===== config.mk =====
export PLATFORM = sky130hd
export DESIGN_NAME = epi_top
export DESIGN_NICKNAME = d
export VERILOG_FILES = /design/src/logic/epi_pkg.sv /design/src/logic/epi_top.sv
export SDC_FILE = /design/constraint.sdc
export NUM_CORES = 1
export LEC_CHECK = 0
export BUFFER_PORTS_ARGS = -buffer_cell sky130_fd_sc_hd__buf_2
export CORE_MARGIN = 3
export CORE_UTILIZATION = 40
export CTS_CLUSTER_DIAMETER = 100
export CTS_CLUSTER_SIZE = 16
export DETAILED_ROUTE_END_ITERATION = 6
export PLACE_DENSITY_LB_ADDON = 0.05
export SLEW_MARGIN = 5
export SYNTH_ARGS = -nofsm -noshare
export SYNTH_HDL_FRONTEND = slang
export SYNTH_SLANG_ARGS = --single-unit

===== constraint.sdc =====
create_clock -name clk -period 2 [get_ports clk]
set_clock_uncertainty 0.15 [all_clocks]
set_input_delay 0.2 -clock clk [delete_from_list [all_inputs] [get_ports clk]]
set_output_delay 0.2 -clock clk [all_outputs]
set_load 0.01 [all_outputs]

===== src/logic/epi_pkg.sv =====
// Shared constants for the external pin interrupt block
package epi_pkg;
   // Register byte offsets on the APB
   localparam logic [7:0] EPI_OFF_SENSE   = 8'h00; // sense_control
   localparam logic [7:0] EPI_OFF_CRS     = 8'h04; // control_and_reset_status
   localparam logic [7:0] EPI_OFF_ENABLE  = 8'h08; // pin_irq_enable
   localparam logic [7:0] EPI_OFF_PENDING = 8'h0C; // pin_irq_pending
   localparam logic [7:0] EPI_OFF_STATUS  = 8'h10; // sticky event status
   localparam logic [7:0] EPI_OFF_MASK    = 8'h14; // event mask
   localparam logic [7:0] EPI_OFF_STATE   = 8'h18; // live state, read only

   // Field positions
   localparam int EPI_SENSE_A_LO = 0;  // sense_a_lo
   localparam int EPI_SENSE_A_HI = 1;  // sense_a_hi
   localparam int EPI_SENSE_B_LO = 2;  // sense_b_lo
   localparam int EPI_SENSE_B_HI = 3;  // sense_b_hi
   localparam int EPI_SENSE_EDGE_C = 6; // sense_edge_c
   localparam int EPI_BIT_B = 7;       // enable and pending of pin b
   localparam int EPI_BIT_A = 6;       // enable and pending of pin a
   localparam int EPI_BIT_C = 5;       // enable and pending of pin c

   // Event status and mask bits
   localparam int EPI_EV_A    = 0;
   localparam int EPI_EV_B    = 1;
   localparam int EPI_EV_C    = 2;
   localparam int EPI_EV_WAKE = 3;

   // Writable bit masks and reset values
   localparam logic [7:0] EPI_SENSE_WMASK  = 8'h0F;
   localparam logic [7:0] EPI_CRS_WMASK    = 8'h40;
   localparam logic [7:0] EPI_ENABLE_WMASK = 8'hE0;
   localparam logic [3:0] EPI_EV_WMASK     = 4'hF;
   localparam logic [7:0] EPI_RST_BYTE     = 8'h00;
   localparam logic [3:0] EPI_RST_EV       = 4'h0;

   // Sense mode encoding of the two-bit fields
   localparam logic [1:0] EPI_MODE_LOW    = 2'h0;
   localparam logic [1:0] EPI_MODE_CHANGE = 2'h1;
   localparam logic [1:0] EPI_MODE_FALL   = 2'h2;
   localparam logic [1:0] EPI_MODE_RISE   = 2'h3;

   // Consecutive watchdog samples needed before a level wake
   localparam int EPI_WAKE_SAMPLES = 2;

   // Wake sequencer states
   typedef enum logic [1:0] {
      EPI_AWAKE,
      EPI_ASLEEP,
      EPI_STARTUP
   } epi_wake_t;
endpackage : epi_pkg


===== src/logic/epi_top.sv =====
// The APB interface to the registers and the register addresses were decided locally.
`timescale 1ns/1ns
module epi_top
   import epi_pkg::*;
#(
   parameter int WAKE_SAMPLES = EPI_WAKE_SAMPLES  // consecutive low samples for wake
)(
   input  wire logic        clk,            // 20 MHz block clock
   input  wire logic        rst,            // asynchronous, active high
   // APB slave
   input  wire logic        psel,
   input  wire logic        penable,
   input  wire logic        pwrite,
   input  wire logic [7:0]  paddr,
   input  wire logic [31:0] pwdata,
   output logic      [31:0] prdata,
   output logic             pready,
   output logic             pslverr,
   // Pins and port state
   input  wire logic [2:0]  pin_pad,        // pad levels: bit0 a, bit1 b, bit2 c
   input  wire logic [2:0]  port_out,       // port data register bits
   input  wire logic [2:0]  port_dir,       // 1: pin driven as output
   // CPU side
   input  wire logic        cpu_global_ie,  // I-bit of cpu_status_word
   input  wire logic [2:0]  irq_ack,        // routine entered: bit0 a, bit1 b, bit2 c
   output logic             irq_req_a,      // request to vector of pin a
   output logic             irq_req_b,      // request to vector of pin b
   output logic             irq_req_c,      // request to vector of pin c
   // Power management side
   input  wire logic        io_clk_run,     // I/O clock running
   input  wire logic        sleep_deep,     // deep sleep entered
   input  wire logic        wdt_tick,       // watchdog oscillator sample pulse
   input  wire logic        startup_done,   // start-up time over
   output logic             wake_req,       // wake the part
   output logic             irq             // unmasked event interrupt
);

   // Refuse a wake count the counter cannot hold
   if (WAKE_SAMPLES < 1 || WAKE_SAMPLES > 15) begin : g_chk
      $error("WAKE_SAMPLES must be 1 to 15");
   end

   // Registers
   logic [7:0] sense_control;               // sense bits of a and b
   logic [7:0] control_and_reset_status;    // only the c edge select lives here
   logic [7:0] pin_irq_enable;              // per pin enables
   logic [7:0] pin_irq_pending;             // per pin pending flags
   logic [3:0] ev_status;                   // sticky events
   logic [3:0] ev_mask;                     // event mask

   // Pin sampling
   logic [2:0] pad_s1;                      // first synchroniser stage
   logic [2:0] pad_s2;                      // second synchroniser stage
   logic [2:0] pin_now;                     // sampled pin value
   logic [2:0] pin_prev;                    // previous sample
   logic       run_s1;                      // I/O clock flag stage one
   logic       run_s2;                      // I/O clock flag stage two

   // Wake sequencer
   epi_wake_t  wake_state;                  // current wake state
   logic [3:0] low_count;                   // consecutive low samples

   // Bus decode
   logic       acc;                         // access phase completes
   logic       wr;                          // completing write
   logic [3:0] wr_bits;                     // low four bits of write data

   // Detection
   logic [1:0] mode_a;                      // decoded sense of a
   logic [1:0] mode_b;                      // decoded sense of b
   logic       hit_a;                       // edge event on a
   logic       hit_b;                       // edge event on b
   logic       hit_c;                       // edge event on c
   logic       vis_c;                       // c level oriented by edge select
   logic       vis_c_prev;                  // previous oriented level
   logic       lvl_a;                       // low-level request of a
   logic       lvl_b;                       // low-level request of b
   logic       lvl_low_any;                 // any enabled level source low
   logic [7:0] clr_pend;                    // pending clear requests
   logic [7:0] set_pend;                    // pending set requests
   logic       wake_ev;                     // wake granted this cycle

   // Edge test on one sample pair by sense mode
   function automatic logic epi_edge(input logic [1:0] mode,
                                     input logic       now,
                                     input logic       prev);
      logic res;
      res = 1'b0;
      case (mode)
         EPI_MODE_CHANGE: res = now ^ prev;      // any change
         EPI_MODE_FALL:   res = prev & ~now;     // falling edge
         EPI_MODE_RISE:   res = now & ~prev;     // rising edge
         default:         res = 1'b0;            // low level: no edge
      endcase
      return res;
   endfunction : epi_edge

   // Register read mux
   function automatic logic [31:0] epi_read(input logic [7:0] addr,
                                            input logic [7:0] sc,
                                            input logic [7:0] crs,
                                            input logic [7:0] en,
                                            input logic [7:0] pend,
                                            input logic [3:0] st,
                                            input logic [3:0] mk,
                                            input logic [7:0] live);
      logic [31:0] d;
      d = 32'h00000000;
      case (addr)
         EPI_OFF_SENSE:   d = {24'h000000, sc};
         EPI_OFF_CRS:     d = {24'h000000, crs};
         EPI_OFF_ENABLE:  d = {24'h000000, en};
         EPI_OFF_PENDING: d = {24'h000000, pend};
         EPI_OFF_STATUS:  d = {28'h0000000, st};
         EPI_OFF_MASK:    d = {28'h0000000, mk};
         EPI_OFF_STATE:   d = {24'h000000, live};
         default:         d = 32'h00000000;
      endcase
      return d;
   endfunction : epi_read

   // Known offsets
   function automatic logic epi_mapped(input logic [7:0] addr);
      return (addr == EPI_OFF_SENSE)   || (addr == EPI_OFF_CRS)    ||
             (addr == EPI_OFF_ENABLE)  || (addr == EPI_OFF_PENDING) ||
             (addr == EPI_OFF_STATUS)  || (addr == EPI_OFF_MASK)    ||
             (addr == EPI_OFF_STATE);
   endfunction : epi_mapped

   // Bus strobes
   assign acc     = psel & penable & pready;
   assign wr      = acc & pwrite & epi_mapped(paddr);
   assign wr_bits = pwdata[3:0];

   // APB answer: one wait state, ready and data registered
   // Unmapped offsets: pslverr, no write
   always_ff @(posedge clk or posedge rst) begin
      if (rst) begin
         pready  <= 1'b0;
         prdata  <= 32'h00000000;
         pslverr <= 1'b0;
      end else if (psel & penable & ~pready) begin
         // Answer next edge
         pready  <= 1'b1;
         prdata  <= pwrite ? 32'h00000000 :
                    epi_read(paddr, sense_control, control_and_reset_status,
                             pin_irq_enable, pin_irq_pending, ev_status, ev_mask,
                             {pin_now, 1'b0, low_count});
         pslverr <= ~epi_mapped(paddr);
      end else begin
         // Drop after the completing edge
         pready  <= 1'b0;
         prdata  <= 32'h00000000;
         pslverr <= 1'b0;
      end
   end

   // Two-stage synchronisers for pads and the I/O clock flag
   // Reset high: idle pads give no edge
   always_ff @(posedge clk or posedge rst) begin
      if (rst) begin
         pad_s1 <= 3'h7;
         pad_s2 <= 3'h7;
         run_s1 <= 1'b0;
         run_s2 <= 1'b0;
      end else begin
         pad_s1 <= pin_pad;
         pad_s2 <= pad_s1;
         run_s1 <= io_clk_run;
         run_s2 <= run_s1;
      end
   end

   // Sample the pin; an output pin is seen through its port bit
   // Software can trigger via the port
   always_ff @(posedge clk or posedge rst) begin
      if (rst) begin
         pin_now  <= 3'h7;
         pin_prev <= 3'h7;
      end else begin
         pin_now  <= (port_dir & port_out) | (~port_dir & pad_s2);
         pin_prev <= pin_now;
      end
   end

   // Sense decode of a and b
   assign mode_a = {sense_control[EPI_SENSE_A_HI], sense_control[EPI_SENSE_A_LO]};
   assign mode_b = {sense_control[EPI_SENSE_B_HI], sense_control[EPI_SENSE_B_LO]};

   // Edges of a and b only while the I/O clock runs
   // Edges while halted are lost
   assign hit_a = run_s2 & epi_edge(mode_a, pin_now[0], pin_prev[0]);
   assign hit_b = run_s2 & epi_edge(mode_b, pin_now[1], pin_prev[1]);

   // Pin c: edge only, direction from the select bit, works in sleep
   // No clock gate: c can wake the part
   assign vis_c = control_and_reset_status[EPI_SENSE_EDGE_C] ? pin_now[2] : ~pin_now[2];
   assign hit_c = vis_c & ~vis_c_prev;

   // Oriented c level history; a select change may look like an edge
   always_ff @(posedge clk or posedge rst) begin
      if (rst) begin
         vis_c_prev <= 1'b1;
      end else begin
         vis_c_prev <= vis_c;
      end
   end

   // Low-level requests, held back until the part is fully awake
   assign lvl_a = (mode_a == EPI_MODE_LOW) & ~pin_now[0] & pin_irq_enable[EPI_BIT_A];
   assign lvl_b = (mode_b == EPI_MODE_LOW) & ~pin_now[1] & pin_irq_enable[EPI_BIT_B];
   assign lvl_low_any = lvl_a | lvl_b;

   // Pending flag set and clear terms
   always_comb begin
      set_pend = 8'h00;
      clr_pend = 8'h00;
      set_pend[EPI_BIT_A] = hit_a;
      set_pend[EPI_BIT_B] = hit_b;
      set_pend[EPI_BIT_C] = hit_c;
      if (wr && paddr == EPI_OFF_PENDING) begin
         clr_pend = pwdata[7:0] & EPI_ENABLE_WMASK;
      end
      clr_pend[EPI_BIT_A] = clr_pend[EPI_BIT_A] | irq_ack[0];
      clr_pend[EPI_BIT_B] = clr_pend[EPI_BIT_B] | irq_ack[1];
      clr_pend[EPI_BIT_C] = clr_pend[EPI_BIT_C] | irq_ack[2];
   end

   // Pending flags: set beats clear, level mode forces zero
   always_ff @(posedge clk or posedge rst) begin
      if (rst) begin
         pin_irq_pending <= EPI_RST_BYTE;
      end else begin
         pin_irq_pending <= set_pend | (pin_irq_pending & ~clr_pend);
         if (mode_a == EPI_MODE_LOW) begin
            pin_irq_pending[EPI_BIT_A] <= 1'b0;
         end
         if (mode_b == EPI_MODE_LOW) begin
            pin_irq_pending[EPI_BIT_B] <= 1'b0;
         end
         pin_irq_pending[4:0] <= 5'h00;
      end
   end

   // Configuration registers written over the bus
   always_ff @(posedge clk or posedge rst) begin
      if (rst) begin
         sense_control            <= EPI_RST_BYTE;
         control_and_reset_status <= EPI_RST_BYTE;
         pin_irq_enable           <= EPI_RST_BYTE;
         ev_mask                  <= EPI_RST_EV;
      end else if (wr) begin
         case (paddr)
            EPI_OFF_SENSE:  sense_control <= pwdata[7:0] & EPI_SENSE_WMASK;
            EPI_OFF_CRS:    control_and_reset_status <= pwdata[7:0] & EPI_CRS_WMASK;
            EPI_OFF_ENABLE: pin_irq_enable <= pwdata[7:0] & EPI_ENABLE_WMASK;
            EPI_OFF_MASK:   ev_mask <= wr_bits & EPI_EV_WMASK;
            default:        ev_mask <= ev_mask; // Other offsets leave these alone
         endcase
      end
   end

   // Wake sequencer: level sampling by watchdog ticks, then start-up
   // With WAKE_SAMPLES of 2 or more, one noisy low sample cannot wake
   always_ff @(posedge clk or posedge rst) begin
      if (rst) begin
         wake_state <= EPI_AWAKE;
         low_count  <= 4'h0;
         wake_req   <= 1'b0;
      end else begin
         case (wake_state)
            EPI_AWAKE: begin
               // Wait for deep sleep
               low_count <= 4'h0;
               wake_req  <= 1'b0;
               if (sleep_deep) begin
                  wake_state <= EPI_ASLEEP;
               end
            end
            EPI_ASLEEP: begin
               if (hit_c && pin_irq_enable[EPI_BIT_C]) begin
                  // Async c edge wakes at once
                  wake_state <= EPI_STARTUP;
                  wake_req   <= 1'b1;
                  low_count  <= 4'h0;
               end else if (wdt_tick) begin
                  if (!lvl_low_any) begin
                     low_count <= 4'h0; // Streak broken
                  end else if (low_count == 4'(WAKE_SAMPLES - 1)) begin
                     wake_state <= EPI_STARTUP;
                     wake_req   <= 1'b1;
                     low_count  <= 4'h0;
                  end else begin
                     low_count <= low_count + 4'h1;
                  end
               end
            end
            EPI_STARTUP: begin
               // Hold wake until start-up ends
               if (startup_done) begin
                  wake_state <= EPI_AWAKE;
                  wake_req   <= 1'b0;
               end
            end
            default: begin
               wake_state <= EPI_AWAKE;
               wake_req   <= 1'b0;
               low_count  <= 4'h0;
            end
         endcase
      end
   end

   // Wake granted this cycle, for the event status
   assign wake_ev = (wake_state == EPI_ASLEEP) &
                    ((hit_c & pin_irq_enable[EPI_BIT_C]) |
                     (wdt_tick & lvl_low_any & (low_count == 4'(WAKE_SAMPLES - 1))));

   // Per-vector requests; level needs the part awake and pin still low
   // Level gone at wake: no request
   always_ff @(posedge clk or posedge rst) begin
      if (rst) begin
         irq_req_a <= 1'b0;
         irq_req_b <= 1'b0;
         irq_req_c <= 1'b0;
      end else begin
         irq_req_a <= cpu_global_ie & pin_irq_enable[EPI_BIT_A] &
                      (pin_irq_pending[EPI_BIT_A] | (lvl_a & wake_state == EPI_AWAKE));
         irq_req_b <= cpu_global_ie & pin_irq_enable[EPI_BIT_B] &
                      (pin_irq_pending[EPI_BIT_B] | (lvl_b & wake_state == EPI_AWAKE));
         irq_req_c <= cpu_global_ie & pin_irq_enable[EPI_BIT_C] &
                      pin_irq_pending[EPI_BIT_C];
      end
   end

   // Sticky event status, write one to clear, set wins
   // Logged even with request disabled
   always_ff @(posedge clk or posedge rst) begin
      if (rst) begin
         ev_status <= EPI_RST_EV;
      end else begin
         ev_status <= {wake_ev, hit_c, hit_b, hit_a} |
                      (ev_status & ~((wr && paddr == EPI_OFF_STATUS) ? wr_bits : 4'h0));
      end
   end

   // Single interrupt line from unmasked events
   always_ff @(posedge clk or posedge rst) begin
      if (rst) begin
         irq <= 1'b0;
      end else begin
         irq <= |(ev_status & ev_mask);
      end
   end

endmodule : epi_top


==> results of run 1 <==
==> power breakdown <==
group | leakage, nW | switching [mW] | internal [mW]
registers | 0.681 | 0.0224 | 1.11
clock network | 0.0558 | 0.360 | 0.379
logic | 0.914 | 0.124 | 0.102
total | 1.65 | 0.507 | 1.59
==> final cells by class <==
cell class | count | area share [%]
sequential | 53 | 40.6
multi-input combinational | 164 | 34.9
timing repair buffer | 84 | 17.0
tap | 77 | 2.92
clock buffer | 6 | 2.20
inverter | 11 | 1.25
clock inverter | 2 | 1.17
==> per-layer routing <==
layer	part of all wire (%)	GRT usage (%)	vias up
met5	0	0	-
met4	0.99	3.77	0
met3	4.0	3.31	6
met2	48	25.3	45
met1	47	21.7	913
li1	-	-	945
==> how the worst min path moves through the flow <==
stage                    start  cells after the start                      endpoint
floorplan           pin_pad[0]                      0           pad_s1[0]$_DFF_PP1_
global placement           rst                      2        ev_mask[3]$_DFFE_PP0P_
detailed placement         rst                      2        ev_mask[3]$_DFFE_PP0P_
CTS                  pwdata[0]                      2  sense_control[0]$_DFFE_PP0P_
global route         pwdata[1]                      2        ev_mask[1]$_DFFE_PP0P_
finish               pwdata[1]                      2  sense_control[1]$_DFFE_PP0P_
==> flip-flops by register name, summed over array words and instances (netlist names), 2 cells and up <==
signal	flops
prdata	7
ev_mask	4
ev_status	4
low_count	4
sense_control	4
pad_s1	3
pad_s2	3
pin_irq_enable	3
pin_irq_pending	3
pin_now	3
pin_prev	2
wake_state	2
==> cells by family (layout without fill, tap and decap cells) <==
logic type                 after synthesis  after routing  synth area share, %
and+or+nand+nor                         68             68                 15.3
DFF                                     53             53                 50.6
AOI/OAI and AO/OA                       41             41                 11.7
buffers and inverters                   40            103                 9.34
muxes                                   22             22                 9.44
adders and majority gates                6              6                 2.83
xor gates and xnor gates                 2              2                0.661
other                                    1             25                0.141
==> worst max-delay path, cell delays in order, from the launching register on <==
cell and delay [ps]:
dfstp_2 550, xor2_1 110, o21ai_0 450, o22ai_1 230, a21o_1 230
==> repair_timing <==
item	4_1_cts	5_1_grt
hold buffers	16	1
gates resized for setup	0	0
setup buffers	0	0
hold endpoints to repair	27	1
==> stage by stage <==
step / power [mW] / cell area [sq um] / util (%)
6_report: 2.10 / 3300 / 51.7
5_1_grt: 2.20 / 3300 / 51.7
4_1_cts: 2.12 / 3290 / 51.6
3_5_place_dp: 1.35 / 3020 / 47.3
3_3_place_gp: 1.35 / 3020 / 47.3
2_1_floorplan: 1.30 / 2740 / -
==> layout by cell type (no fill, tap or decap), types with 2 or more instances in the layout <==
master | Yosys | routed
ha_1 | 6 | 6
o22a_1 | 2 | 2
nand2b_1 | 8 | 8
nor4b_1 | 2 | 2
a32oi_1 | 4 | 4
a21oi_1 | 6 | 6
clkbuf_8 | 0 | 5
xor2_1 | 2 | 2
dfrtp_1 | 41 | 41
nand3b_1 | 4 | 4
o2bb2ai_1 | 8 | 8
conb_1 | 1 | 25
nor2b_1 | 3 | 3
nand2_1 | 9 | 9
a22oi_1 | 2 | 2
mux2i_1 | 7 | 7
inv_1 | 11 | 10
mux2_2 | 12 | 12
dlygate4sd3_1 | 0 | 17
o21ai_0 | 4 | 4
nor3b_1 | 2 | 2
dfstp_2 | 12 | 12
buf_2 | 0 | 50
mux2_4 | 3 | 3
nand4_1 | 3 | 3
nor3_1 | 2 | 2
nor2_1 | 18 | 18
and2_1 | 2 | 2
nand3_1 | 8 | 8
a22o_1 | 3 | 3
buf_4 | 26 | 16
a21o_1 | 4 | 4
==> reports/metrics.yaml, run 1 <==
status: "finished clean"
start_kind: "register"
cts_buffer_depth: 2
num_rows: 29
critical_path_peak_fanout: 4
vias: 1909
finalMaxSlewViolations: 0
gp_congestion: 0.791
final.setup.tns_ps: 0
r2r_start: "pin_now[2]$_DFF_PP1_"
dp_hpwl_microns: 4460
critPathArrivalTime_ps: 1870
io_pins: 101
nets: 387
setup.worst_path.start: "pin_now[2]$_DFF_PP1_"
syn-instance-count: 233
clk_pin_slew_ps: 100
cts_tree: "yes"
clk_latency_ps: 310
port_buffers: 50
syn_area_per_cell_sq_um: 11.4
grtUsageTotal_pct: 15.8
dieWidth_microns: 87.4
cts_buffers: 5
grt_pass1_wl_microns: 9290
num_antenna_cells: 0
holdWs_ps: 6.86
preCtsSetupSlack_ps: 35.3
seq_area_sq_um: 1340
numClockSinks: 53
yosysUniqueCellTypes: 46
synth_ff_type: "dfrtp_1"
grt_max_degree: 32
h-tree-depth: 2
drt-total-wl_microns: 5760
critPathCapture: "low_count[2]$_DFFE_PP0P_"
yosys-top-cells-count: "dfrtp_1, buf_4, nor2_1, dfstp_2, mux2_2"
start_util_pct: 41.5
timing.rr.end: "low_count[2]$_DFFE_PP0P_"
antenna_found_initial: 0
multi_input_area_sq_um: 1150
die_h_microns: 87.4
synth_top_cell_area_share_pct: 38.7
synth.ff_latch_count: 53
peakVddDrop_mv: 0.368
crit_path_end_kind: "register"
fmaxAchievable_mhz: 551
dieArea_sq_um: 7640
setup_viol: 0
first_global_vias: 1836
drt_pass1_iterations: 4
seq_area_frac_synth_pct: 50.6
worst_slew_pin_slew_ps: 498
synth_largest_area_cell: "dfrtp_1"
min_period_ps: 1810
root_buffer: "clkbuf_8"
required_ps: 2060
hold_class: "in2reg"
synth_edf_count: 0
routedWlPerCell_microns: 14.5
powerDensity_nw_per_um2: 635
drc: 0
synthToLayoutAreaGrowth_pct: 24.6
layout_setup_ws_ps: 185
netlist_area_sq_um: 2650
worst-setup-path-type: "reg2reg"
ff2ff_setup_slack_ps: 190
layout-drive-gt1-share_pct: 34.1
ys_warn_count: 0
max-slew-margin-rel_pct: 66.4
ant_nets: 0
p_leak_nw: 1.65
gr-total-overflow: 0
min_period_over_period_pct: 90.7
reg2reg_depth: 4
avgViaCountPerCell: 4.81
finalHoldViolCount: 0
dp_cells: 372
async_flop_share_pct: 100
stdcell_count: 397
yosysMostFrequentCell: "dfrtp_1"
grt_setup_unrepaired: "no"
netlist_top_cells_area: "dfrtp_1, dfstp_2, buf_4"
nFillCells: 602
drv_cap: 0
drtIter0Drc: 129
core-area_sq_um: 6390
(Power assumes the default switching activity.)
==> run 2, diff against run 1 <==
- MAX_ROUTING_LAYER: default -> met4
==> run 2 against run 1 <==
Compared with the run above:
- wire length hardly changed
- first-iteration DRC count is 3.9% higher
- critical endpoint unchanged
- largest cell class unchanged
- hold slack worse by 0.57 ps
- flip-flop and latch count stayed put
==> reports/metrics.yaml, run 2 (same netlist as run 1, synthesis figures left out) <==
status: "finished clean"
core-area_sq_um: 6390  # unchanged
fmaxAchievable_mhz: 552  # +0.17%
slowest_delay_ps: 550  # about the same
dp_hpwl_microns: 4460  # unchanged
cts_buffer_depth: 2  # unchanged
grtUsageTotal_pct: 16.2  # +0.46 points
grt-busiest-layer: "met2"
clk_pin_slew_ps: 100  # about the same
dieWidth_microns: 87.4  # unchanged
power.internal_mw: 1.59  # about the same
layout-drive-gt1-share_pct: 34.1  # unchanged
critical_path.slowest_cell: "dfstp_2"
worst_slew_pin_slew_ps: 499  # +0.757 ps
first_global_vias: 1840  # +0.22%
cts-hold-fix-buffers: 16  # unchanged
path_delay_family: "compound AO/OA/AOI/OAI gates"
num_antenna_cells: 0  # unchanged
drv_cap: 0  # unchanged
drt_pass1_iterations: 4  # unchanged
ant_nets: 0  # unchanged
power_mw: 2.10  # about the same
routedWlPerCell_microns: 14.5  # about the same
max-slew-margin-rel_pct: 66.4  # about the same
crit_cells: 4  # unchanged
gp_congestion: 0.802  # +1.4%
finalMaxSlewViolations: 0  # unchanged
synthToLayoutAreaGrowth_pct: 24.6  # unchanged
final.setup.tns_ps: 0  # unchanged
met1_usage_pct: 21.7  # unchanged
root_buffer: "clkbuf_8"
powerDensity_nw_per_um2: 635  # about the same
critPathArrivalTime_ps: 1870  # about the same
p_leak_nw: 1.65  # unchanged
grt_setup_unrepaired: "no"
clkPwrFrac_pct: 35.2  # about the same
drc: 0  # unchanged
io_pins: 101  # unchanged
seq_power_share_pct: 54.1  # about the same
start_util_pct: 41.5  # unchanged
worstPathCellList: "xor2_1 > o21ai_0 > o22ai_1 > a21o_1"
start_kind: "register"
cts_buffers: 5  # unchanged
min_path_cells: 2  # unchanged
cts_tree: "yes"
p_sw_mw: 0.506  # -0.10%
grt_pass1_wl_microns: 9270  # -0.23%
h-tree-depth: 2  # unchanged
gr-total-overflow: 0  # unchanged
setup_viol: 0  # unchanged
dieArea_sq_um: 7640  # unchanged
worst-setup-path-type: "reg2reg"
worst-path-buf-inv: 0  # unchanged
finalHoldViolCount: 0  # unchanged
final_cell_mix: "buf_2, dfrtp_1, conb_1"
crit_path_end_kind: "register"
power_frac_comb_pct: 10.8  # about the same
antenna_found_initial: 0  # unchanged
drt-total-wl_microns: 5760  # about the same
numClockSinks: 53  # unchanged
regMostFlops: "prdata"
met3_usage_pct: 3.22  # -0.095 points
cts_resized: 0  # unchanged
switching_share_pct: 24.1  # about the same
grt_max_degree: 32  # unchanged
cts_setup_buffers: 0  # unchanged
port_buffers: 50  # unchanged
avgViaCountPerCell: 4.82  # +0.21%
die_h_microns: 87.4  # unchanged
hold_class: "in2reg"
peakVddDrop_mv: 0.368  # about the same
largest_reg_flops: 7  # unchanged
drtIter0Drc: 134  # +3.9%
critical_path_peak_fanout: 4  # unchanged
min_period_over_period_pct: 90.6  # -0.15 points
use_met2_pct: 25.4  # +0.068 points
reg2reg_depth: 4  # unchanged
final_common_cell: "buf_2"
nets: 387  # unchanged
vias: 1913  # +0.21%
required_ps: 2060  # about the same
min_period_ps: 1810  # -3.01 ps
clk_latency_ps: 310  # about the same
num_rows: 29  # unchanged
[run 2: layout make-up]
| type | instances | area, sq um |
|---|---|---|
| multi-input cells | 164 | 1150 |
| flip-flops and latches | 53 | 1340 |
| clock inverters | 2 | 38.8 |
| repair buffers | 84 | 561 |
| fillers | 602 | 3080 |
| clock buffers | 6 | 72.6 |
| well taps | 77 | 96.3 |
| inverters | 11 | 41.3 |
[run 2: layer usage]
layer	part of all wire, %	vias to the layer above	wire, microns
met5	0	-	0
met4	0.99	0	57
li1	-	946	-
met2	48	45	2760
met3	3.9	6	225
met1	47	916	2720
[run 2: final timing paths]
check / start / endpoint / slack, ps
max in group asynchronous: rst / pin_now[2]$_DFF_PP1_ / 790
setup reg to reg: pin_now[2]$_DFF_PP1_ / low_count[2]$_DFFE_PP0P_ / 190
hold reg to reg: pad_s1[2]$_DFF_PP1_ / pad_s2[2]$_DFF_PP1_ / 210
min in group asynchronous: rst / ev_mask[3]$_DFFE_PP0P_ / 300
setup / recovery: pin_now[2]$_DFF_PP1_ / low_count[2]$_DFFE_PP0P_ / 190
hold / removal: pwdata[1] / sense_control[1]$_DFFE_PP0P_ / 6
[run 2: stage by stage]
step / setup WS [ps] / area [sq um] / hold slack, ps / instances / util, %
2_1_floorplan: 179 / 2740 / 54.5 / 257 / -
3_3_place_gp: 31.1 / 3020 / 113 / 372 / 47.3
3_5_place_dp: 35.3 / 3020 / 111 / 372 / 47.3
4_1_cts: 165 / 3290 / 1.93 / 396 / 51.6
5_1_grt: 8.19 / 3300 / 3.35 / 397 / 51.7
6_report: 188 / 3300 / 6.29 / 397 / 51.7
[run 2: worst register-to-register path: cells and delay by family, from the launching register on]
family / cells / cell delay [ps]
AO/OA/AOI/OAI: 3 / 910
XOR/XNOR: 1 / 100
flip-flops: 1 / 550
[run 2: power by group through the flow]
stage          sequential, mW  clock [mW]  combinational, mW
4_1_cts                  1.13       0.763              0.226
5_1_grt                  1.14       0.806              0.253
3_5_place_dp             1.15           0              0.200
6_report                 1.13       0.738              0.226
3_3_place_gp             1.15           0              0.198
2_1_floorplan            1.15           0              0.148
==> run 3, diff against run 2 <==
- RECOVER_POWER: default -> 25
==> run 3 against run 2 <==
Compared with the run above:
- sequential share of layout area barely moved
- global-route usage did not move
- critical path type unchanged
- maximum frequency fell by 1.3%
- via count is essentially flat
- highest routed layer unchanged
- register-to-register slack got worse by 20 ps
- hold slack worse by 1.0 ps
- clock power about the same
- die area stayed put
- count of clock-buffer cells in the layout did not move
- wire length about the same
- core utilization barely moved
- combinational power about the same
==> reports/metrics.yaml, run 3 (same netlist as run 1, synthesis figures left out) <==
status: "finished clean"
avgViaCountPerCell: 4.82  # about the same
ff2ff_setup_slack_ps: 160  # -20 ps
cts_tree: "yes"
final_common_cell: "buf_2"
power_mw: 2.10  # about the same
layout-drive-gt1-share_pct: 32.8  # -1.3 points
clk_latency_ps: 310  # about the same
peakVddDrop_mv: 0.367  # -0.12%
fmaxAchievable_mhz: 545  # -1.3%
final_cell_mix: "buf_2, dfrtp_1, conb_1"
powerDensity_nw_per_um2: 635  # about the same
h-tree-depth: 2  # unchanged
numClockSinks: 53  # unchanged
worst-setup-path-type: "reg2reg"
finalHoldViolCount: 0  # unchanged
cts_buffers: 5  # unchanged
required_ps: 2050  # about the same
max-slew-margin-rel_pct: 40.9  # -25 points
core-area_sq_um: 6390  # unchanged
num_rows: 29  # unchanged
io_pins: 101  # unchanged
dp_cells: 372  # unchanged
holdWs_ps: 5.28  # -1.00 ps
dieWidth_microns: 87.4  # unchanged
dieArea_sq_um: 7640  # unchanged
port_buffers: 50  # unchanged
cts-hold-fix-buffers: 16  # unchanged
dp_hpwl_microns: 4460  # unchanged
die_h_microns: 87.4  # unchanged
gp_congestion: 0.802  # unchanged
routedWlPerCell_microns: 14.5  # about the same
cts_buffer_depth: 2  # unchanged
placed_area_sq_um: 3020  # unchanged
setup.worst_path.start: "pin_now[1]$_DFF_PP1_"
nets: 387  # unchanged
cts_resized: 0  # unchanged
hold_start: "pwdata[1]"
crit_path_end_kind: "register"
vias: 1912  # -0.052%
critical_path_peak_fanout: 5  # +1
regMostFlops: "prdata"
preCtsSetupSlack_ps: 35.3  # unchanged
start_kind: "register"
drc: 0  # unchanged
wl_met2_microns: 2760  # -0.11%
cts_setup_buffers: 0  # unchanged
grt_pass1_wl_microns: 9270  # unchanged
ant_nets: 0  # unchanged
root_buffer: "clkbuf_8"
num_antenna_cells: 0  # unchanged
clk_pin_slew_ps: 100  # about the same
grt_setup_unrepaired: "no"
setup_viol: 0  # unchanged
hold_class: "in2reg"
drv_cap: 0  # unchanged
final_area_sq_um: 3300  # about the same
drt-total-wl_microns: 5760  # about the same
worstPathCellList: "nor4b_1 > buf_4 > o2111ai_1 > o21ai_0 > o22a_1"
final_util_pct: 51.7  # about the same
r2r_start: "pin_now[1]$_DFF_PP1_"
synthToLayoutAreaGrowth_pct: 24.5  # about the same
critPathArrivalTime_ps: 1880  # about the same
topRoutingLayerUsed: "met4"
gr-total-overflow: 0  # unchanged
drtIter0Drc: 120  # -10%
final.setup.tns_ps: 0  # unchanged
grtUsageTotal_pct: 16.2  # unchanged
worst_slew_pin_slew_ps: 885  # +386 ps
grt_max_degree: 32  # unchanged
finalMaxSlewViolations: 0  # unchanged
antenna_found_initial: 0  # unchanged
drt_pass1_iterations: 4  # unchanged
slowest_delay_ps: 640  # +90 ps
start_util_pct: 41.5  # unchanged
min_period_over_period_pct: 91.8  # +1.2 points
first_global_vias: 1840  # unchanged
p_leak_nw: 1.65  # -0.17%
met3WireLength_microns: 218  # -3.1%
stdcell_count: 397  # unchanged
critical_path.slowest_cell: "dfstp_1"
min_period_ps: 1840  # +24.7 ps
drt-met1-wl_microns: 2730  # +0.33%
layout_setup_ws_ps: 164  # -24.7 ps
largest_reg_flops: 7  # unchanged
## run 3: cell count changes in the layout (fill, tap and decap cells not counted)
cell and change:
inv_2 -1, dfstp_2 -2, buf_2 -1, clkbuf_1 +1, dfstp_1 +2, inv_1 +1
## run 3: worst paths after layout
path / endpoint / cells past startpoint
min in group asynchronous: ev_mask[3]$_DFFE_PP0P_ / 3
worst max register to register: wake_req$_DFFE_PP0P_ / 5
worst max-delay path: wake_req$_DFFE_PP0P_ / 5
worst min-delay path: sense_control[1]$_DFFE_PP0P_ / 2
worst min register to register: pad_s2[2]$_DFF_PP1_ / 0
max in group asynchronous: pin_now[2]$_DFF_PP1_ / 4
## run 3: area by class of cell
cell class | count | area, sq um
fill | 601 | 3080
sequential | 53 | 1340
multi-input combinational | 164 | 1150
timing repair buffer | 84 | 559
tap | 77 | 96.3
clock buffer | 6 | 72.6
inverter | 11 | 41.3
clock inverter | 2 | 38.8
## run 3: where the power goes
group          switching (mW)  total (mW)  internal [mW]
registers              0.0228        1.13           1.11
clock network           0.360       0.738          0.379
logic                   0.124       0.225          0.101
total                   0.506        2.10           1.59
## run 3: routing by layer
layer / global-route usage [%] / up-vias
li1: - / 946
met1: 21.7 / 916
met2: 25.4 / 43
met3: 3.22 / 7
met4: 3.77 / 0
met5: - / -
## run 3: worst max-delay path, delay by kind of cell (launching register included)
kind                   cells  cell delay [ps]
AOI/OAI and AO/OA          3              690
DFF                        1              640
buffers and inverters      1              150
and+or+nand+nor            1               90
